===== config.mk =====
export PLATFORM = sky130hd
export DESIGN_NAME = tcu_top
export DESIGN_NICKNAME = d
export VERILOG_FILES = /design/src/hw/tcu_pkg.sv /design/src/hw/tcu_cond_eval.sv /design/src/hw/tcu_top.sv
export SDC_FILE = /design/constraint.sdc
export NUM_CORES = 1
export LEC_CHECK = 0
export ABC_AREA = 1
export ABC_CLOCK_PERIOD_IN_PS = 3500
export BUFFER_PORTS_ARGS = -buffer_cell sky130_fd_sc_hd__buf_4
export CELL_PAD_IN_SITES_DETAIL_PLACEMENT = 1
export CELL_PAD_IN_SITES_GLOBAL_PLACEMENT = 1
export CORE_UTILIZATION = 41
export DETAILED_ROUTE_END_ITERATION = 10
export PLACE_DENSITY = 0.81
export SETUP_SLACK_MARGIN = 0.2
export SLEW_MARGIN = 0
export SYNTH_ARGS = -nofsm -noshare
export SYNTH_HDL_FRONTEND = slang
export SYNTH_HIERARCHICAL = 1
export SYNTH_SLANG_ARGS = --single-unit

===== constraint.sdc =====
create_clock -name clock -period 3.5 [get_ports clock]
set_input_delay 0.175 -clock clock [delete_from_list [all_inputs] [get_ports clock]]
set_output_delay 0.175 -clock clock [all_outputs]
set_load 0.005 [all_outputs]

===== src/hw/tcu_pkg.sv =====
package tcu_pkg;
    localparam int TCU_NCH = 8;
    localparam int TCU_NWIN = 4;
    localparam int TCU_NWIN_LOGIC = 2;
    localparam int TCU_NBLK = 16;
    localparam int TCU_CLK_HZ = 25_000_000;
    localparam int TCU_RETEST_MS = 1000;
    localparam int TCU_RETEST_CYC = TCU_CLK_HZ / 1000 * TCU_RETEST_MS;
    localparam logic signed [7:0] TCU_PCT_MAX = 8'sh64;
    localparam logic signed [7:0] TCU_PCT_MIN = -8'sh64;
    localparam logic [3:0] TCU_CH_OFF = 4'h0;
    localparam logic [3:0] TCU_CH_LOGIC_A = 4'h9;
    localparam logic [3:0] TCU_CH_LOGIC_B = 4'hA;

    typedef enum logic [1:0] {TCU_TYPE_WINDOW, TCU_TYPE_PERCH, TCU_TYPE_EXT} tcu_type_t;
    typedef enum logic [1:0] {TCU_ACT_MEMORY, TCU_ACT_RECORD, TCU_ACT_CHART} tcu_action_t;
    typedef enum logic [1:0] {TCU_SLOPE_RISE, TCU_SLOPE_FALL, TCU_SLOPE_HIGH, TCU_SLOPE_LOW}
        tcu_slope_t;
    typedef enum logic [1:0] {TCU_REC_FREE, TCU_REC_SINGLE, TCU_REC_REPEAT} tcu_rec_mode_t;
    typedef enum logic [1:0] {TCU_CAP_FREE, TCU_CAP_SINGLE, TCU_CAP_SEQ, TCU_CAP_ROT}
        tcu_cap_mode_t;

    // ch: 0 off, 1..8 analog channel, 9/10 logic inputs
    typedef struct packed {
        logic [3:0] ch;
        tcu_slope_t slope;
        logic signed [7:0] level;
    } tcu_win_cond_t;

    typedef struct packed {
        logic en;
        tcu_slope_t slope;
        logic signed [7:0] level;
    } tcu_ch_cond_t;

    function automatic logic signed [7:0] tcu_clamp_pct(input logic signed [7:0] v);
        if (v > TCU_PCT_MAX) begin
            return TCU_PCT_MAX;
        end else if (v < TCU_PCT_MIN) begin
            return TCU_PCT_MIN;
        end
        return v;
    endfunction
endpackage


===== src/hw/tcu_cond_eval.sv =====
`timescale 1ns/1ps
module tcu_cond_eval import tcu_pkg::*; (
    // sample pair of the watched input, signed percent of range
    input wire logic signed [7:0] cur,
    input wire logic signed [7:0] prev,
    // condition
    input wire tcu_slope_t slope,
    input wire logic signed [7:0] level,
    // result
    output logic hit
);
    logic signed [7:0] lvl;

    always_comb begin
        lvl = tcu_clamp_pct(level);
        case (slope)
            TCU_SLOPE_RISE: hit = (prev < lvl) && (cur >= lvl);
            TCU_SLOPE_FALL: hit = (prev > lvl) && (cur <= lvl);
            TCU_SLOPE_HIGH: hit = cur > lvl;
            default: hit = cur < lvl;
        endcase
    end
endmodule


===== src/hw/tcu_top.sv =====
`timescale 1ns/1ps
// How it works
// - window type holds four conditions, two for logic inputs, channels may repeat.
// - per-channel type holds one condition for each input channel.
// - external type triggers on the chosen edge of the external input.
// - trigger starts capture, starts recording, or switches chart to second speed.
// - AND combining needs every enabled condition true together.
// - OR combining needs any one enabled condition true.
// - slope selects rising crossing, falling crossing, above or below threshold.
// - threshold is a signed percent of range, limited to -100..100.
// - chart speed: re-test every second, keep while true, revert within two seconds.
// - chart speed switch acts only while recording runs.
// - a second chart speed given in mm/h is refused.
// - with record action, capture cannot start during recording.
// - chart-speed action ignores the record mode setting.
// - record free mode starts and stops on key or external start.
// - record single arms on key, trigger starts, key or fixed length stops.
// - record repeat returns to waiting after fixed length, restarts on trigger.
// - capture free uses next block per press; after last, discard all, restart.
// - capture single waits for trigger after each key press, and that trigger fills one block.
// - repeat sequence fills blocks per trigger, stops when all full.
// - repeat rotate fills blocks, then overwrites from block one cyclically.
// - the next block is cleared while waiting, before the trigger.
// - capture mode may change during recording, touching only capture.
// - with pre-trigger, triggers ignored until pre-trigger memory full.
module tcu_top import tcu_pkg::*; #(
    parameter int NCH = TCU_NCH,
    parameter int NBLK = TCU_NBLK,
    parameter int RETEST_CYC = TCU_RETEST_CYC,
    localparam int BW = $clog2(NBLK)
) (
    // clock and reset
    input wire logic clock,
    input wire logic rst_n,
    input wire logic ce,
    // sample stream, one signed percent per channel
    input wire logic sample_valid,
    input wire logic [NCH-1:0][7:0] ch_sample,
    // pins from outside the clock domain
    input wire logic logic_a_pin,
    input wire logic logic_b_pin,
    input wire logic ext_trig_pin,
    input wire logic ext_start_pin,
    // trigger configuration
    input wire tcu_type_t trig_type,
    input wire tcu_action_t action,
    input wire logic combine_and,
    input wire tcu_win_cond_t [TCU_NWIN-1:0] win_cond,
    input wire tcu_ch_cond_t [NCH-1:0] per_channel_cond,
    input wire logic ext_fall,
    input wire logic speed2_mmh,
    // recording control
    input wire tcu_rec_mode_t rec_mode,
    input wire logic rec_key,
    input wire logic fixed_len_en,
    input wire logic rec_len_done,
    // capture control
    input wire tcu_cap_mode_t cap_mode,
    input wire logic mem_key,
    input wire logic pre_en,
    input wire logic pre_full,
    input wire logic blk_full,
    input wire logic [BW-1:0] blk_last,
    // status
    output logic recording,
    output logic capturing,
    output logic chart_fast,
    output logic armed,
    output logic trig_ready,
    output logic trig_seen,
    output logic speed2_reject,
    output logic [BW-1:0] cap_block,
    output logic blk_clear,
    output logic discard_all
);
    initial begin
        if (NCH < 1 || NCH > 8 || NBLK < 2 || RETEST_CYC < 2) begin
            $error("tcu_top: unsupported parameter values");
        end
    end

    typedef enum {R_IDLE, R_WAIT, R_RUN} tcu_rec_st_t;
    typedef enum {C_IDLE, C_PRE, C_WAIT, C_FILL} tcu_cap_st_t;

    localparam int SYNC_W = 4;
    localparam logic signed [7:0] LOGIC_HI = TCU_PCT_MAX;
    localparam logic signed [7:0] LOGIC_LO = TCU_PCT_MIN;

    // pin synchronisers: a change counts once stages two and three agree
    logic [SYNC_W-1:0] sync1_reg, sync2_reg, sync3_reg, pin_reg;
    always_ff @(posedge clock or negedge rst_n) begin
        if (!rst_n) begin
            sync1_reg <= '0;
            sync2_reg <= '0;
            sync3_reg <= '0;
            pin_reg <= '0;
        end else if (ce) begin
            sync1_reg <= {ext_start_pin, ext_trig_pin, logic_b_pin, logic_a_pin};
            sync2_reg <= sync1_reg;
            sync3_reg <= sync2_reg;
            for (int i = 0; i < SYNC_W; i++) begin
                if (sync2_reg[i] == sync3_reg[i]) begin
                    pin_reg[i] <= sync3_reg[i];
                end
            end
        end
    end

    logic [SYNC_W-1:0] pin_prev_reg;
    logic [NCH-1:0][7:0] prev_sample_reg;
    logic [1:0] prev_logic_reg;
    always_ff @(posedge clock or negedge rst_n) begin
        if (!rst_n) begin
            pin_prev_reg <= '0;
            prev_sample_reg <= '0;
            prev_logic_reg <= '0;
        end else if (ce) begin
            pin_prev_reg <= pin_reg;
            if (sample_valid) begin
                prev_sample_reg <= ch_sample;
                prev_logic_reg <= pin_reg[1:0];
            end
        end
    end

    function automatic logic signed [7:0] pick(input logic [3:0] ch,
                                               input logic [NCH-1:0][7:0] s,
                                               input logic [1:0] lg);
        if (ch == TCU_CH_LOGIC_A) begin
            return lg[0] ? LOGIC_HI : LOGIC_LO;
        end else if (ch == TCU_CH_LOGIC_B) begin
            return lg[1] ? LOGIC_HI : LOGIC_LO;
        end else if (ch != TCU_CH_OFF && int'(ch) <= NCH) begin
            return $signed(s[ch - 4'h1]);
        end
        return '0;
    endfunction

    logic [TCU_NWIN-1:0] win_hit, win_use;
    logic [NCH-1:0] ch_hit;
    for (genvar w = 0; w < TCU_NWIN; w++) begin : g_win
        logic lg;
        assign lg = win_cond[w].ch == TCU_CH_LOGIC_A || win_cond[w].ch == TCU_CH_LOGIC_B;
        // logic inputs only in the first two slots; analog slots may repeat channels
        assign win_use[w] = win_cond[w].ch != TCU_CH_OFF
            && (!lg || w < TCU_NWIN_LOGIC) && (lg || int'(win_cond[w].ch) <= NCH);
        tcu_cond_eval u_eval (
            .cur(pick(win_cond[w].ch, ch_sample, pin_reg[1:0])),
            .prev(pick(win_cond[w].ch, prev_sample_reg, prev_logic_reg)),
            .slope(win_cond[w].slope),
            .level(win_cond[w].level),
            .hit(win_hit[w])
        );
    end
    for (genvar c = 0; c < NCH; c++) begin : g_ch
        tcu_cond_eval u_eval (
            .cur($signed(ch_sample[c])),
            .prev($signed(prev_sample_reg[c])),
            .slope(per_channel_cond[c].slope),
            .level(per_channel_cond[c].level),
            .hit(ch_hit[c])
        );
    end

    logic [NCH-1:0] ch_use;
    logic cond_now, ext_edge;
    always_comb begin
        for (int c = 0; c < NCH; c++) begin
            ch_use[c] = per_channel_cond[c].en;
        end
        // edge taken from the filtered pin, so a bouncing edge counts once
        ext_edge = ext_fall ? (pin_prev_reg[2] && !pin_reg[2])
                            : (pin_reg[2] && !pin_prev_reg[2]);
        cond_now = 1'b0;
        if (trig_type == TCU_TYPE_EXT) begin
            cond_now = ext_edge;
        end else if (trig_type == TCU_TYPE_WINDOW) begin
            cond_now = sample_valid && (win_use != '0) && (combine_and
                ? ((win_hit & win_use) == win_use)
                : ((win_hit & win_use) != '0));
        end else begin
            cond_now = sample_valid && (ch_use != '0) && (combine_and
                ? ((ch_hit & ch_use) == ch_use)
                : ((ch_hit & ch_use) != '0));
        end
    end

    always_ff @(posedge clock or negedge rst_n) begin
        if (!rst_n) begin
            trig_seen <= 1'b0;
        end else if (ce) begin
            trig_seen <= cond_now;
        end
    end

    // ---- record sequencing
    tcu_rec_st_t rec_state;
    logic ext_start_edge, rec_toggle, rec_trig;
    assign ext_start_edge = pin_reg[3] && !pin_prev_reg[3];
    assign rec_toggle = rec_key || ext_start_edge;
    assign rec_trig = trig_seen && action == TCU_ACT_RECORD;

    always_ff @(posedge clock or negedge rst_n) begin
        if (!rst_n) begin
            rec_state <= R_IDLE;
        end else if (ce) begin
            case (rec_state)
                R_IDLE: begin
                    if (rec_toggle) begin
                        // free mode, or chart/memory action, runs straight away
                        rec_state <= (action == TCU_ACT_RECORD && rec_mode != TCU_REC_FREE)
                            ? R_WAIT : R_RUN;
                    end
                end
                R_WAIT: begin
                    if (rec_toggle) begin
                        rec_state <= R_IDLE;
                    end else if (rec_trig) begin
                        rec_state <= R_RUN;
                    end
                end
                default: begin
                    if (rec_toggle) begin
                        rec_state <= R_IDLE;
                    end else if (fixed_len_en && rec_len_done
                                 && action == TCU_ACT_RECORD) begin
                        if (rec_mode == TCU_REC_REPEAT) begin
                            rec_state <= R_WAIT;
                        end else if (rec_mode == TCU_REC_SINGLE) begin
                            rec_state <= R_IDLE;
                        end
                    end
                end
            endcase
        end
    end

    // ---- chart speed switching, tested once per retest period
    logic [$clog2(RETEST_CYC)-1:0] sec_cnt;
    logic seen_in_sec;
    logic chart_ok;
    assign chart_ok = action == TCU_ACT_CHART && rec_state == R_RUN && !speed2_mmh;
    always_ff @(posedge clock or negedge rst_n) begin
        if (!rst_n) begin
            chart_fast <= 1'b0;
            sec_cnt <= '0;
            seen_in_sec <= 1'b0;
            speed2_reject <= 1'b0;
        end else if (ce) begin
            speed2_reject <= speed2_mmh;
            if (!chart_ok) begin
                chart_fast <= 1'b0;
                sec_cnt <= '0;
                seen_in_sec <= 1'b0;
            end else if (!chart_fast) begin
                if (trig_seen) begin
                    chart_fast <= 1'b1;
                    sec_cnt <= '0;
                    seen_in_sec <= 1'b0;
                end
            end else if (int'(sec_cnt) == RETEST_CYC - 1) begin
                // a miss over a whole period drops back, so revert lags at most two periods
                chart_fast <= seen_in_sec || trig_seen;
                sec_cnt <= '0;
                seen_in_sec <= 1'b0;
            end else begin
                sec_cnt <= sec_cnt + 1'b1;
                seen_in_sec <= seen_in_sec || trig_seen;
            end
        end
    end

    // ---- capture sequencing; cap_mode is read live so it may change mid-recording
    tcu_cap_st_t cap_state;
    logic cap_trig, cap_start_ok, cap_last, fill_end;
    assign cap_trig = trig_seen && action == TCU_ACT_MEMORY;
    assign cap_start_ok = !(action == TCU_ACT_RECORD && rec_state == R_RUN);
    assign cap_last = cap_block == blk_last;
    assign fill_end = cap_state == C_FILL && (mem_key || blk_full);

    always_ff @(posedge clock or negedge rst_n) begin
        if (!rst_n) begin
            cap_state <= C_IDLE;
            cap_block <= '0;
            blk_clear <= 1'b0;
            discard_all <= 1'b0;
        end else if (ce) begin
            blk_clear <= 1'b0;
            discard_all <= 1'b0;
            case (cap_state)
                C_IDLE: begin
                    if (mem_key && cap_start_ok) begin
                        blk_clear <= 1'b1;
                        if (cap_mode == TCU_CAP_FREE || action != TCU_ACT_MEMORY) begin
                            cap_state <= C_FILL;
                        end else begin
                            cap_state <= pre_en ? C_PRE : C_WAIT;
                        end
                    end
                end
                C_PRE: begin
                    if (mem_key) begin
                        cap_state <= C_IDLE;
                    end else if (pre_full) begin
                        cap_state <= C_WAIT;
                    end
                end
                C_WAIT: begin
                    if (mem_key) begin
                        cap_state <= C_IDLE;
                    end else if (cap_trig) begin
                        cap_state <= C_FILL;
                    end
                end
                default: begin
                    if (fill_end) begin
                        if (cap_last) begin
                            cap_block <= '0;
                            // rotate overwrites one by one, others restart clean
                            discard_all <= cap_mode != TCU_CAP_ROT;
                        end else begin
                            cap_block <= cap_block + 1'b1;
                        end
                        if (mem_key || cap_mode == TCU_CAP_FREE || cap_mode == TCU_CAP_SINGLE
                            || (cap_mode == TCU_CAP_SEQ && cap_last)) begin
                            cap_state <= C_IDLE;
                        end else begin
                            blk_clear <= 1'b1;
                            cap_state <= pre_en ? C_PRE : C_WAIT;
                        end
                    end
                end
            endcase
        end
    end

    always_ff @(posedge clock or negedge rst_n) begin
        if (!rst_n) begin
            recording <= 1'b0;
            capturing <= 1'b0;
            armed <= 1'b0;
            trig_ready <= 1'b0;
        end else if (ce) begin
            recording <= rec_state == R_RUN;
            capturing <= cap_state != C_IDLE;
            armed <= rec_state == R_WAIT || cap_state == C_WAIT;
            trig_ready <= cap_state == C_WAIT;
        end
    end

    // ---- checks
    property p_armed;
        @(posedge clock) disable iff (!rst_n)
        ce |=> armed == ($past(rec_state) == R_WAIT || $past(cap_state) == C_WAIT);
    endproperty
    a_armed: assert property (p_armed) else $error("armed mismatch");

    property p_no_cap_in_rec;
        @(posedge clock) disable iff (!rst_n)
        ce && cap_state == C_IDLE && action == TCU_ACT_RECORD && rec_state == R_RUN
        |=> cap_state == C_IDLE;
    endproperty
    a_no_cap_in_rec: assert property (p_no_cap_in_rec) else $error("capture in rec");

    property p_chart_needs_rec;
        @(posedge clock) disable iff (!rst_n)
        ce && rec_state != R_RUN |=> !chart_fast;
    endproperty
    a_chart_needs_rec: assert property (p_chart_needs_rec) else $error("chart idle");

    property p_mmh;
        @(posedge clock) disable iff (!rst_n)
        ce && speed2_mmh |=> !chart_fast && speed2_reject;
    endproperty
    a_mmh: assert property (p_mmh) else $error("mm/h speed accepted");

    property p_seq_stop;
        @(posedge clock) disable iff (!rst_n)
        ce && cap_state == C_FILL && blk_full && !mem_key && cap_mode == TCU_CAP_SEQ
        && cap_last |=> cap_state == C_IDLE && cap_block == '0 && discard_all;
    endproperty
    a_seq_stop: assert property (p_seq_stop) else $error("sequence did not stop");

    property p_rot_wrap;
        @(posedge clock) disable iff (!rst_n)
        ce && cap_state == C_FILL && blk_full && !mem_key && cap_mode == TCU_CAP_ROT
        && cap_last |=> cap_block == '0 && !discard_all && cap_state != C_IDLE;
    endproperty
    a_rot_wrap: assert property (p_rot_wrap) else $error("rotate wrap wrong");

    property p_clear_on_wait;
        @(posedge clock) disable iff (!rst_n)
        $rose(cap_state == C_WAIT || cap_state == C_PRE) |-> blk_clear;
    endproperty
    a_clear_on_wait: assert property (p_clear_on_wait) else $error("block not cleared");

    property p_pre_holds;
        @(posedge clock) disable iff (!rst_n)
        ce && cap_state == C_PRE && !pre_full && !mem_key |=> cap_state == C_PRE ##1 !trig_ready;
    endproperty
    a_pre_holds: assert property (p_pre_holds) else $error("trigger during pre fill");

    property p_rep_rearm;
        @(posedge clock) disable iff (!rst_n)
        ce && rec_state == R_RUN && !rec_toggle && fixed_len_en && rec_len_done
        && action == TCU_ACT_RECORD && rec_mode == TCU_REC_REPEAT |=> rec_state == R_WAIT;
    endproperty
    a_rep_rearm: assert property (p_rep_rearm) else $error("repeat did not rearm");

    c_rot_wrap: cover property (@(posedge clock) disable iff (!rst_n)
        cap_mode == TCU_CAP_ROT && fill_end && cap_last);
    c_chart: cover property (@(posedge clock) disable iff (!rst_n) $fell(chart_fast));
    c_rec_run: cover property (@(posedge clock) disable iff (!rst_n)
        rec_state == R_WAIT ##1 rec_state == R_RUN);
endmodule


-- Word level (Yosys, flattened, before mapping)
Cells that the tools add are included.
- register bits: 189
- output and inout port bits: 13
- logic and storage cells: 502
- add/sub/neg operators: 6
- order comparisons: 104
- equality and inequality tests: 61
- mux-type cells: 180
- bitwise logic cells: 3
- reductions and logical operators: 117
- operators by type and width (kind ; number):
    two-way mux 8 bit ; 80
    two-way mux 32 bit ; 13
    binary-select mux 8 bit (select 3 bit) ; 8
    greater-than comparator 8 bit ; 24
    less-than comparator 8 bit ; 24
    two-way mux 25 bit ; 4
    == test 32 x 3 -> 1 bit (second input constant) ; 3
    greater-or-equal comparator 8 bit ; 12
    greater-than comparator 8 bit (second input constant) ; 12
    less-or-equal comparator 8 bit ; 12
    less-than comparator 8 bit (second input constant) ; 12
    one-hot mux 32 bit (3 select lines) ; 1
    == test 32 x 1 -> 1 bit (second input constant) ; 2
    == test 32 x 2 -> 1 bit (second input constant) ; 2
    zero test 32 bit ; 2
    one-hot mux 32 bit (2 select lines) ; 1
    two-way mux 1 bit ; 55
    logical AND 1 bit ; 52
    one-hot mux 1 bit (3 select lines) ; 12
    == test 2 bit (second input constant) ; 16
    == test 4 bit (second input constant) ; 8
    nonzero test 32 bit ; 1
    nonzero test 4 bit ; 8
    == test 2 x 1 -> 1 bit (second input constant) ; 15
    28 further kinds ; 92

-- Longest topological paths before layout
Gate-level depths: netlist of run 1.
- depth in word-level cells: 16
- gate-level depth with buffers: 36
- mapped depth without buffers: 32

-- Cells and area by module
The synthesis of run 1 kept the hierarchy.
- by module, submodules not included (module ; times used ; cells an instance ; area an instance (um^2) ; sequential area each (um^2)):
    tcu_top ; 1 ; 1796 ; 11539.8 ; 3178.0
    tcu_cond_eval (g_ch[0].u_eval ...) ; 11 ; 96 ; 636.9 ; 0.0
    tcu_cond_eval (g_win[1].u_eval) ; 1 ; 97 ; 596.8 ; 0.0

-- Worst setup path before layout of run 1
OpenSTA, ideal clock, no wires.
- path type: input to register
- start: in win_cond[24] in the netlist's numbering
- end: reg trig_seen
- library setup time: 0.077 ns
- data arrival time: 3.331 ns
- data required time: 3.423 ns
- setup slack: 0.092 ns
- cell stages on the path: 32
- buffers on the path: 4
- cell sequence: buf_2 > inv_2 > buf_2 > buf_2 > ha_1 > inv_1 > clkbuf_1 > o21ai_0 > o21ai_0 > nand2_1 > a21oi_1 > nor2_1 > ha_1 > inv_1 > nor2_1 > nor2_1 > nand2_1 > nand2_2 > nand2_2 > nand2_4 > nand3_1 > nand2_1 > nand3_1 > nand3_1 > inv_1 > nand3_1 > nand2_1 > o21ai_1 > nand2_1 > nand2_1 > nand2_1 > a21oi_1
- longest elaborated chain between the ends: 16
- elaborated cells between the ends (all ways): 42
- classes of those cells: add/sub (1); order compare (7); eq/ne (3); mux (19); bitwise (1); reduce/logical (11)
- ends and longest elaborated chain (item ; RTL line ; source):
    from (decl) ; tcu_top.sv:48 ; input wire tcu_win_cond_t [TCU_NWIN-1:0] win_cond,
    subtractor 4 x 1 -> 4 bit ; tcu_top.sv:134 ; return $signed(s[ch - 4'h1]);
    binary-select mux 8 bit (select 3 bit) ; tcu_top.sv:134 ;
    two-way mux 8 bit (not written as such) ; tcu_top.sv:134 ;
    two-way mux 8 bit ; tcu_top.sv:133 ; end else if (ch != TCU_CH_OFF && int'(ch) <= NCH) begin
    two-way mux 8 bit ; tcu_top.sv:131 ; end else if (ch == TCU_CH_LOGIC_B) begin
    two-way mux 8 bit ; tcu_top.sv:129 ; if (ch == TCU_CH_LOGIC_A) begin
    two-way mux 8 bit ; tcu_top.sv:136 ; return '0;
    greater-than comparator 8 bit, or another cell as far along ; tcu_cond_eval.sv:18 ; TCU_SLOPE_FALL: hit = (prev > lvl) && (cur <= lvl);
    logical AND 1 bit, on equally long branches ; tcu_cond_eval.sv:18, tcu_cond_eval.sv:17 ;
    one-hot mux 1 bit (3 select lines) (*) ; tcu_cond_eval.sv:16 ; case (slope)
    named net win_hit[1] ; tcu_top.sv:139 ; logic [TCU_NWIN-1:0] win_hit, win_use;
    bitwise AND 4 bit (*) ; tcu_top.sv:179, tcu_top.sv:180 ;
    == test 4 bit or nonzero test 4 bit (tied branches) ; tcu_top.sv:179, tcu_top.sv:180 ;
    two-way mux 1 bit (*) ; tcu_top.sv:179 ; ? ((win_hit & win_use) == win_use)
    logical AND 1 bit (*) ; tcu_top.sv:178 ; cond_now = sample_valid && (win_use != '0) && (combine_and
    two-way mux 1 bit (*) ; tcu_top.sv:177 ; end else if (trig_type == TCU_TYPE_WINDOW) begin
    two-way mux 1 bit (*) ; tcu_top.sv:175 ; if (trig_type == TCU_TYPE_EXT) begin
    to (signal assigned) ; tcu_top.sv:192 ; trig_seen <= cond_now;
    to (decl) ; tcu_top.sv:70 ; output logic trig_seen,
Mark *: on every way through the listed nets, which the timed path passes. The rest lies on a longest branch. The select of a mux whose other input is x is not followed.
A chain may end at the register's enable or synchronous reset.

-- Final worst setup path of run 1
- start: reg prev_sample_reg[61] in the netlist's numbering
- end: reg trig_seen
- longest elaborated chain between the ends: 15
- elaborated cells between the ends (all ways): 61
- classes of those cells: order compare (10); eq/ne (2); mux (33); bitwise (2); reduce/logical (14)
- ends and longest elaborated chain (item ; RTL line ; source):
    from (decl) ; tcu_top.sv:110 ; logic [NCH-1:0][7:0] prev_sample_reg;
    from (signal assigned) ; tcu_top.sv:120 ; prev_sample_reg <= ch_sample;
    binary-select mux 8 bit (select 3 bit) (*) ; tcu_top.sv:134 ;
    two-way mux 8 bit (not written as such) (*) ; tcu_top.sv:134 ;
    two-way mux 8 bit (*) ; tcu_top.sv:133 ;
    two-way mux 8 bit (*) ; tcu_top.sv:131 ;
    two-way mux 8 bit (*) ; tcu_top.sv:129 ;
    two-way mux 8 bit (*) ; tcu_top.sv:136 ;
    greater-than comparator 8 bit or less-than comparator 8 bit (tied branches) ; tcu_cond_eval.sv:18, tcu_cond_eval.sv:17 ;
    logical AND 1 bit, on equally long branches ; tcu_cond_eval.sv:18, tcu_cond_eval.sv:17 ;
    one-hot mux 1 bit (3 select lines) (*) ; tcu_cond_eval.sv:16 ;
    named net win_hit[3] ; tcu_top.sv:139 ;
    bitwise AND 4 bit (*) ; tcu_top.sv:179, tcu_top.sv:180 ;
    == test 4 bit or nonzero test 4 bit (tied branches) ; tcu_top.sv:179, tcu_top.sv:180 ;
    two-way mux 1 bit (*) ; tcu_top.sv:179 ;
    logical AND 1 bit (*) ; tcu_top.sv:178 ;
    two-way mux 1 bit (*) ; tcu_top.sv:177 ;
    two-way mux 1 bit (*) ; tcu_top.sv:175 ;
Marks and branches as above.

==> results of run 1 <==
## cell type report
cell class / instances / area [um2] / share of cell area [%]
Sequential cell: 127 / 3209 / 13.46
Multi-Input combinational cell: 2326 / 14240 / 59.74
Clock inverter: 12 / 203.9 / 0.8555
Tap cell: 600 / 750.7 / 3.149
Antenna cell: 4 / 10.01 / 0.04199
Inverter: 384 / 1458 / 6.115
Timing Repair Buffer: 445 / 3513 / 14.74
Clock buffer: 19 / 452.9 / 1.900
## worst max path at each step
stage,to,slack [ns]
floorplan,trig_seen,0.21
global placement,trig_seen,-0.08
detailed placement,trig_seen,-0.22
CTS,trig_seen,0.21
global route,trig_seen,-0.09
finish,trig_seen,0.07
## logic make-up after synthesis
| family | count (synthesis) |
|---|---|
| and+or+nand+nor | 1329 |
| AOI/OAI and AO/OA | 773 |
| buffers and inverters | 496 |
| adders and majority gates | 182 |
| DFF | 127 |
| muxes | 22 |
| xor gates and xnor gates | 20 |
## timing repair
item	in CTS	in global routing
setup buffers	12	8
endpoints found under the setup margin	1	1
hold buffers	6	0
hold endpoints to repair	45	0
pin swaps	0	23
gates resized for setup	31	63
## power groups by stage
stage / clock [mW] / combinational (mW) / sequential [mW]
floorplan: 0 / 2.48 / 1.87
global placement: 0 / 3.93 / 2.09
detailed placement: 0 / 4.16 / 2.10
CTS: 2.14 / 4.26 / 2.08
global route: 2.18 / 4.85 / 2.11
finish: 2.13 / 4.47 / 2.12
## cells in the mapped netlist (9+ instances only)
cell type  number
nand2_1       455
inv_2          39
mux2_2         22
nor2_2         37
o211ai_1       21
nand4_2        23
o21bai_1       26
buf_4           9
nor2_1        273
o21ba_2        12
a211oi_1       32
and3_2         11
nand2_4        14
dfrtp_1       127
nand3_1       197
o21ai_1        38
nor3_2         14
o221ai_1       32
nand3_2        86
xor2_1         16
ha_1          182
nor3_1         31
o21a_1         12
inv_1         345
nand2_2        94
a21oi_1       239
nand4_1        76
o21ai_0       320
a31oi_1        22
clkbuf_1       51
buf_2          50
## worst max-delay path: stages (launching register included)
cell,delay [ns]
dfrtp_1,0.40
clkinvlp_4,0.23
buf_12,0.20
o21ai_1,0.11
a21oi_1,0.06
a211oi_2,0.24
o221ai_2,0.12
inv_2,0.09
ha_4,0.21
a21oi_2,0.15
nor2_1,0.08
a211oi_2,0.29
nand2_1,0.11
nand2_2,0.10
nand3_2,0.07
nand2_2,0.08
nand3_2,0.09
nand3_4,0.11
inv_1,0.06
nand2_2,0.08
nand2_4,0.07
o21ai_2,0.10
nand2_1,0.06
nand2_1,0.05
nand2_1,0.06
a21oi_2,0.12
## per-stage QoR
stage	instances	area [um2]	power [mW]	utilization (%)	setup TNS, ns
final	3917	23840	8.714	52.19	0
after global routing	3914	23830	9.141	52.18	-0.09181
after CTS	3905	23510	8.478	51.47	0
after detailed placement	3856	22640	6.259	49.57	-0.2210
after global placement	3856	22640	6.023	49.57	-0.08125
after floorplan	2949	19150	4.353	-	0
## metal layers
| layer | GRT usage (%) | wire length (um) | up-vias |
|---|---|---|---|
| met1 | 49.97 | 39220 | 11620 |
| met2 | 67.69 | 45100 | 1055 |
| li1 | - | - | 10830 |
| met4 | 19.42 | 5222 | 2 |
| met5 | 0 | 13 | - |
| met3 | 8.438 | 8135 | 294 |
==> results by group, run 1 <==
Logic synthesis
  – Cell Area, Synth: 19140 um2
  – Yosys reg bits: 127
  – Asr flop ratio synth: 100.0%
  – Synth Area in Adders: 11.90%
  – Xor/xnor share of the synthesized area: 1.033%
  – Simple-gate share of the synthesized area: 36.06%
  – Synth top area cells: dfrtp_1, ha_1, nand2_1
  – Number of synthesized flops with an enable pin: 0
  – Largest family of logic cells by synthesized area: simple AND/OR/NAND/NOR gates
  – Synth Flop Type: dfrtp_1
  – Synth Warn #: 6
  – Cell taking the most area after synthesis: dfrtp_1
  – Share of the synthesized area in the top cell type: 16.60%
  – Seq/Total Area, Yosys: 16.60%
  – Syn nets: 3369
  – Synth Area in Compound Gates: 22.84%
  – Yosys cell types: 54
  – Share of synthesized area spent on multiplexers: 1.294%
  – Syn Inst Count: 2949
  – Syn Area/Cell: 6.491 um2

Timing
  – Tmin final: 3.427 ns
  – RSZ-0062 raised after global routing: true
  – Setup Skew: 0.008942 ns
  – Final Cycle Share: 97.92%
  – Fmax: 0.2918 GHz
  – Tightest Pin Transition: 0.7445 ns
  – Max transition margin: 50.31%
  – Final WS setup: 0.07269 ns
  – Final setup vio count: 0
  – Final count of hold timing violations: 0
  – Fin. max-slew vios: 0
  – Final hold slack: 0.03460 ns

Worst setup path
  – R2r setup slk: 0.07 ns
  – Setup CP Type: register to register
  – Critical-path maximum fanout: 3
  – Worst reg2reg startpoint: prev_sample_reg[61]
  – Critical Path RT: 3.89 ns
  – R2R depth: 25
  – Startpoint Class: register
  – Crit path capture type: register
  – Worst Setup SP: prev_sample_reg[61]
  – Arr. time, crit path: 3.82 ns
  – R2r endpoint: trig_seen

Clock network
  – Max Root-Sink Buffers: 2
  – TritonCTS Buffers: 17
  – Clk_lat worst skew: 0.47 ns
  – CTS clock-pin slew for the worst setup and hold paths: 0.07 ns
  – Root Buffer Master: clkbuf_16
  – CTS tree: done
  – Clock sink count: 127
  – H-Tree Depth: 4

Power
  – Sw Ratio: 46.10%
  – Pwr Density: 365.5 nW/um2
  – Psw: 4.017 mW
  – Internal power: 4.697 mW
  – LEAKAGE: 12.02 nW
  – Max VDD drop: 0.0003354 V
  – Comb pwr share: 51.3%
  – Clock power frac: 24.4%
  – Flop pwr share: 24.3%

Placement
  – Place WS: -0.2210 ns
  – Dpl hpwl: 78.18 mm
  – Buffers on Ports: 250
  – RD Place Congestion: 1.062

Die
  – Std-Cell Rows: 78
  – Core area: 45670 um2
  – Die height: 218.1 um
  – I/O pin total: 251
  – Die footprint: 47560 um2
  – Die Width: 218.1 um
  – Initial Util: 41.91%

Hold path
  – Min-delay src: trig_type[0]
  – Endpoint, Worst Hold: trig_seen
  – Hold Path Depth: 4
  – Worst Hold Class: input port to register

Finish
  – Net count, final: 3721
  – Area growth syn-to-layout: 24.54%
  – Fill count: 6055
  – Layout cells sized above 1: 27.62%
  – Number of flip-flops in the largest register: 64
  – Most common cell after layout, fill and taps aside: nand2_1
  – Most frequent cells in the layout: nand2_1, buf_4, inv_1

Routing
  – Via density: 6.076
  – DR vias: 23800
  – TritonRoute pass-1 iters: 5
  – DRC: 0
  – Total routed wirelength: 97.69 mm
  – WL/cell: 24.94 um
  – Initial DRC count: 2036
  – Antenna viol nets, final: 0

Global routing
  – GRT Residual Overflow: 0
  – Overall Global Routing Usage: 40.73%
  – Initial antenna violation count: 2
  – First-pass GRT wire length: 146.2 mm
  – Pin count of the biggest net entering global routing: 88
  – Vias in the first global route: 24560

Run
  – Max cap viols: 0

Run status
  – Status: complete, no violations
No activity file was read; power rests on OpenSTA's default activity.
==> run 2: changes to the inputs <==
CORE_UTILIZATION = 43   (was 41)
CTS_BUF_LIST = sky130_fd_sc_hd__clkbuf_16   (was default)
PLACE_DENSITY = 0.85   (was 0.81)
==> results by group, run 2 (synthesis gave the netlist of run 1 again) <==
Run status
  – Status: complete, no violations

Power
  – Max VDD drop: 0.0003858 V
  – Comb pwr share: 52.8%
  – Sw Ratio: 48.27%
  – LEAKAGE: 11.95 nW
  – Clock power frac: 21.7%
  – Flop pwr share: 25.5%
  – Internal power: 4.293 mW
  – Pwr Density: 351.3 nW/um2
  – Psw: 4.005 mW

Clock network
  – CTS tree: done
  – Clk_lat worst skew: 0.47 ns
  – Clock sink count: 127
  – Root Buffer Master: clkbuf_16
  – TritonCTS Buffers: 17
  – CTS clock-pin slew for the worst setup and hold paths: 0.07 ns
  – H-Tree Depth: 4
  – Max Root-Sink Buffers: 2

Routing
  – Total routed wirelength: 95.40 mm
  – DR vias: 23910
  – WL/cell: 24.49 um
  – Via density: 6.140
  – TritonRoute pass-1 iters: 6
  – Initial DRC count: 2190
  – Antenna viol nets, final: 0
  – DRC: 0

Global routing
  – Pin count of the biggest net entering global routing: 93
  – Overall Global Routing Usage: 41.68%
  – Initial antenna violation count: 4
  – Vias in the first global route: 24730
  – First-pass GRT wire length: 142.3 mm
  – GRT Residual Overflow: 0

Worst setup path
  – Startpoint Class: register
  – CP Buf/Inv Count: 4
  – Most frequent CP cell: nand2_1
  – Critical Path RT: 3.89 ns
  – Crit path capture type: register
  – Arr. time, crit path: 3.76 ns
  – Critical-path maximum fanout: 4
  – Delay-heaviest family, CP: compound AO/OA/AOI/OAI gates
  – Setup CP Type: register to register
  – Max stage delay cell, worst path: dfrtp_2
  – CP peak stage delay: 0.39 ns
  – R2r setup slk: 0.13 ns

Placement
  – Buffers on Ports: 250
  – RD Place Congestion: 1.035
  – Area after DPL: 22660 um2
  – Dpl hpwl: 76.72 mm
  – Post-Place Cells: 3843

Timing
  – Final setup vio count: 0
  – Tmin final: 3.365 ns
  – Max transition margin: 46.64%
  – Setup Skew: 0.009652 ns
  – Final Cycle Share: 96.15%
  – Fin. max-slew vios: 0
  – Final hold slack: 0.03561 ns
  – Final count of hold timing violations: 0
  – RSZ-0062 raised after global routing: true
  – Fmax: 0.2972 GHz
  – Tightest Pin Transition: 0.7995 ns

Finish
  – Antenna diodes: 0
  – Most frequent cells in the layout: nand2_1, buf_4, inv_1
  – Multi-input gate area: 14180 um2
  – Area growth syn-to-layout: 23.41%
  – FF/Latch Area: 3198 um2
  – Net count, final: 3717
  – Fill count: 5842
  – Design area: 23620 um2
  – Most common cell after layout, fill and taps aside: nand2_1
  – Number of flip-flops in the largest register: 64
  – Layout cells sized above 1: 26.86%
  – Finished Layout Cells: 3895

Die
  – Die footprint: 45360 um2
  – I/O pin total: 251
  – Std-Cell Rows: 76
  – Die Width: 213.0 um
  – Initial Util: 44.05%
  – Core area: 43460 um2
  – Die height: 213.0 um

Hold path
  – Worst Hold Class: input port to register

Run
  – Max cap viols: 0
==> run 2: timing repair <==
action | in CTS | in global routing
hold buffers | 6 | 0
endpoints found under the setup margin | 1 | 1
pin swaps | 0 | 36
gates resized for setup | 17 | 60
gates cloned | 0 | 0
buffers inserted | 5 | 9
hold endpoints to repair | 40 | 0
==> run 2: area by class of cell <==
cell class	count	area share, %
timing repair buffer	441	14.81
tap	585	3.098
clock buffer	17	1.801
multi-input combinational	2326	60.04
clock inverter	15	0.5349
inverter	384	6.170
sequential	127	13.54
==> run 2: worst paths after layout <==
path / from / endpoint / cells past startpoint
max: prev_sample_reg[61] / trig_seen / 25
min: cap_mode[1] / discard_all / 3
max reg2reg: prev_sample_reg[61] / trig_seen / 25
min reg2reg: sync1_reg[0] / sync2_reg[0] / 2
max in group asynchronous: rst_n / prev_sample_reg[5] / 3
min in group asynchronous: rst_n / trig_ready / 2
==> run 2: power by group through the flow <==
stage	Combinational, mW	Sequential, mW	Clock (mW)
6_report	4.38	2.12	1.80
5_1_grt	4.77	2.11	1.85
4_1_cts	4.20	2.07	1.80
3_5_place_dp	4.13	2.09	0
3_3_place_gp	3.90	2.08	0
2_1_floorplan	2.48	1.87	0
==> run 2: stage by stage <==
| stage | total power, mW | utilization [%] | setup TNS, ns | setup slack, ns |
|---|---|---|---|---|
| 6_report | 8.299 | 54.36 | 0 | 0.1348 |
| 3_3_place_gp | 5.988 | 52.14 | -0.08186 | -0.08186 |
| 2_1_floorplan | 4.353 | - | 0 | 0.2117 |
| 3_5_place_dp | 6.220 | 52.14 | -0.2935 | -0.2935 |
| 4_1_cts | 8.068 | 53.77 | 0 | 0.2034 |
| 5_1_grt | 8.729 | 54.36 | -0.1058 | -0.1058 |
==> run 2: metal layers <==
layer  vias up  part of all wire (%)  GRT usage, %
met1     11720                    41         52.43
li1      10810                     -             -
met4         2                   6.0         23.37
met5         -                 0.014             0
met2      1067                    45         66.82
met3       316                   8.3         7.825
==> run 2: worst register-to-register path, stage by stage, from the launching register on <==
cell	delay, ns
dfrtp_2	0.39
clkinvlp_4	0.23
buf_6	0.21
o21ai_2	0.10
a21oi_1	0.06
a211oi_2	0.24
o221ai_1	0.13
inv_1	0.11
ha_4	0.21
a21oi_2	0.13
nor2_1	0.07
a211oi_2	0.28
nand2_1	0.12
nand2_2	0.10
nand3_2	0.07
nand2_2	0.06
nand3_2	0.08
nand3_4	0.10
inv_1	0.05
nand2_1	0.07
nand2_2	0.08
o21ai_2	0.11
nand2_1	0.06
nand2_1	0.06
nand2_1	0.06
a21oi_2	0.13
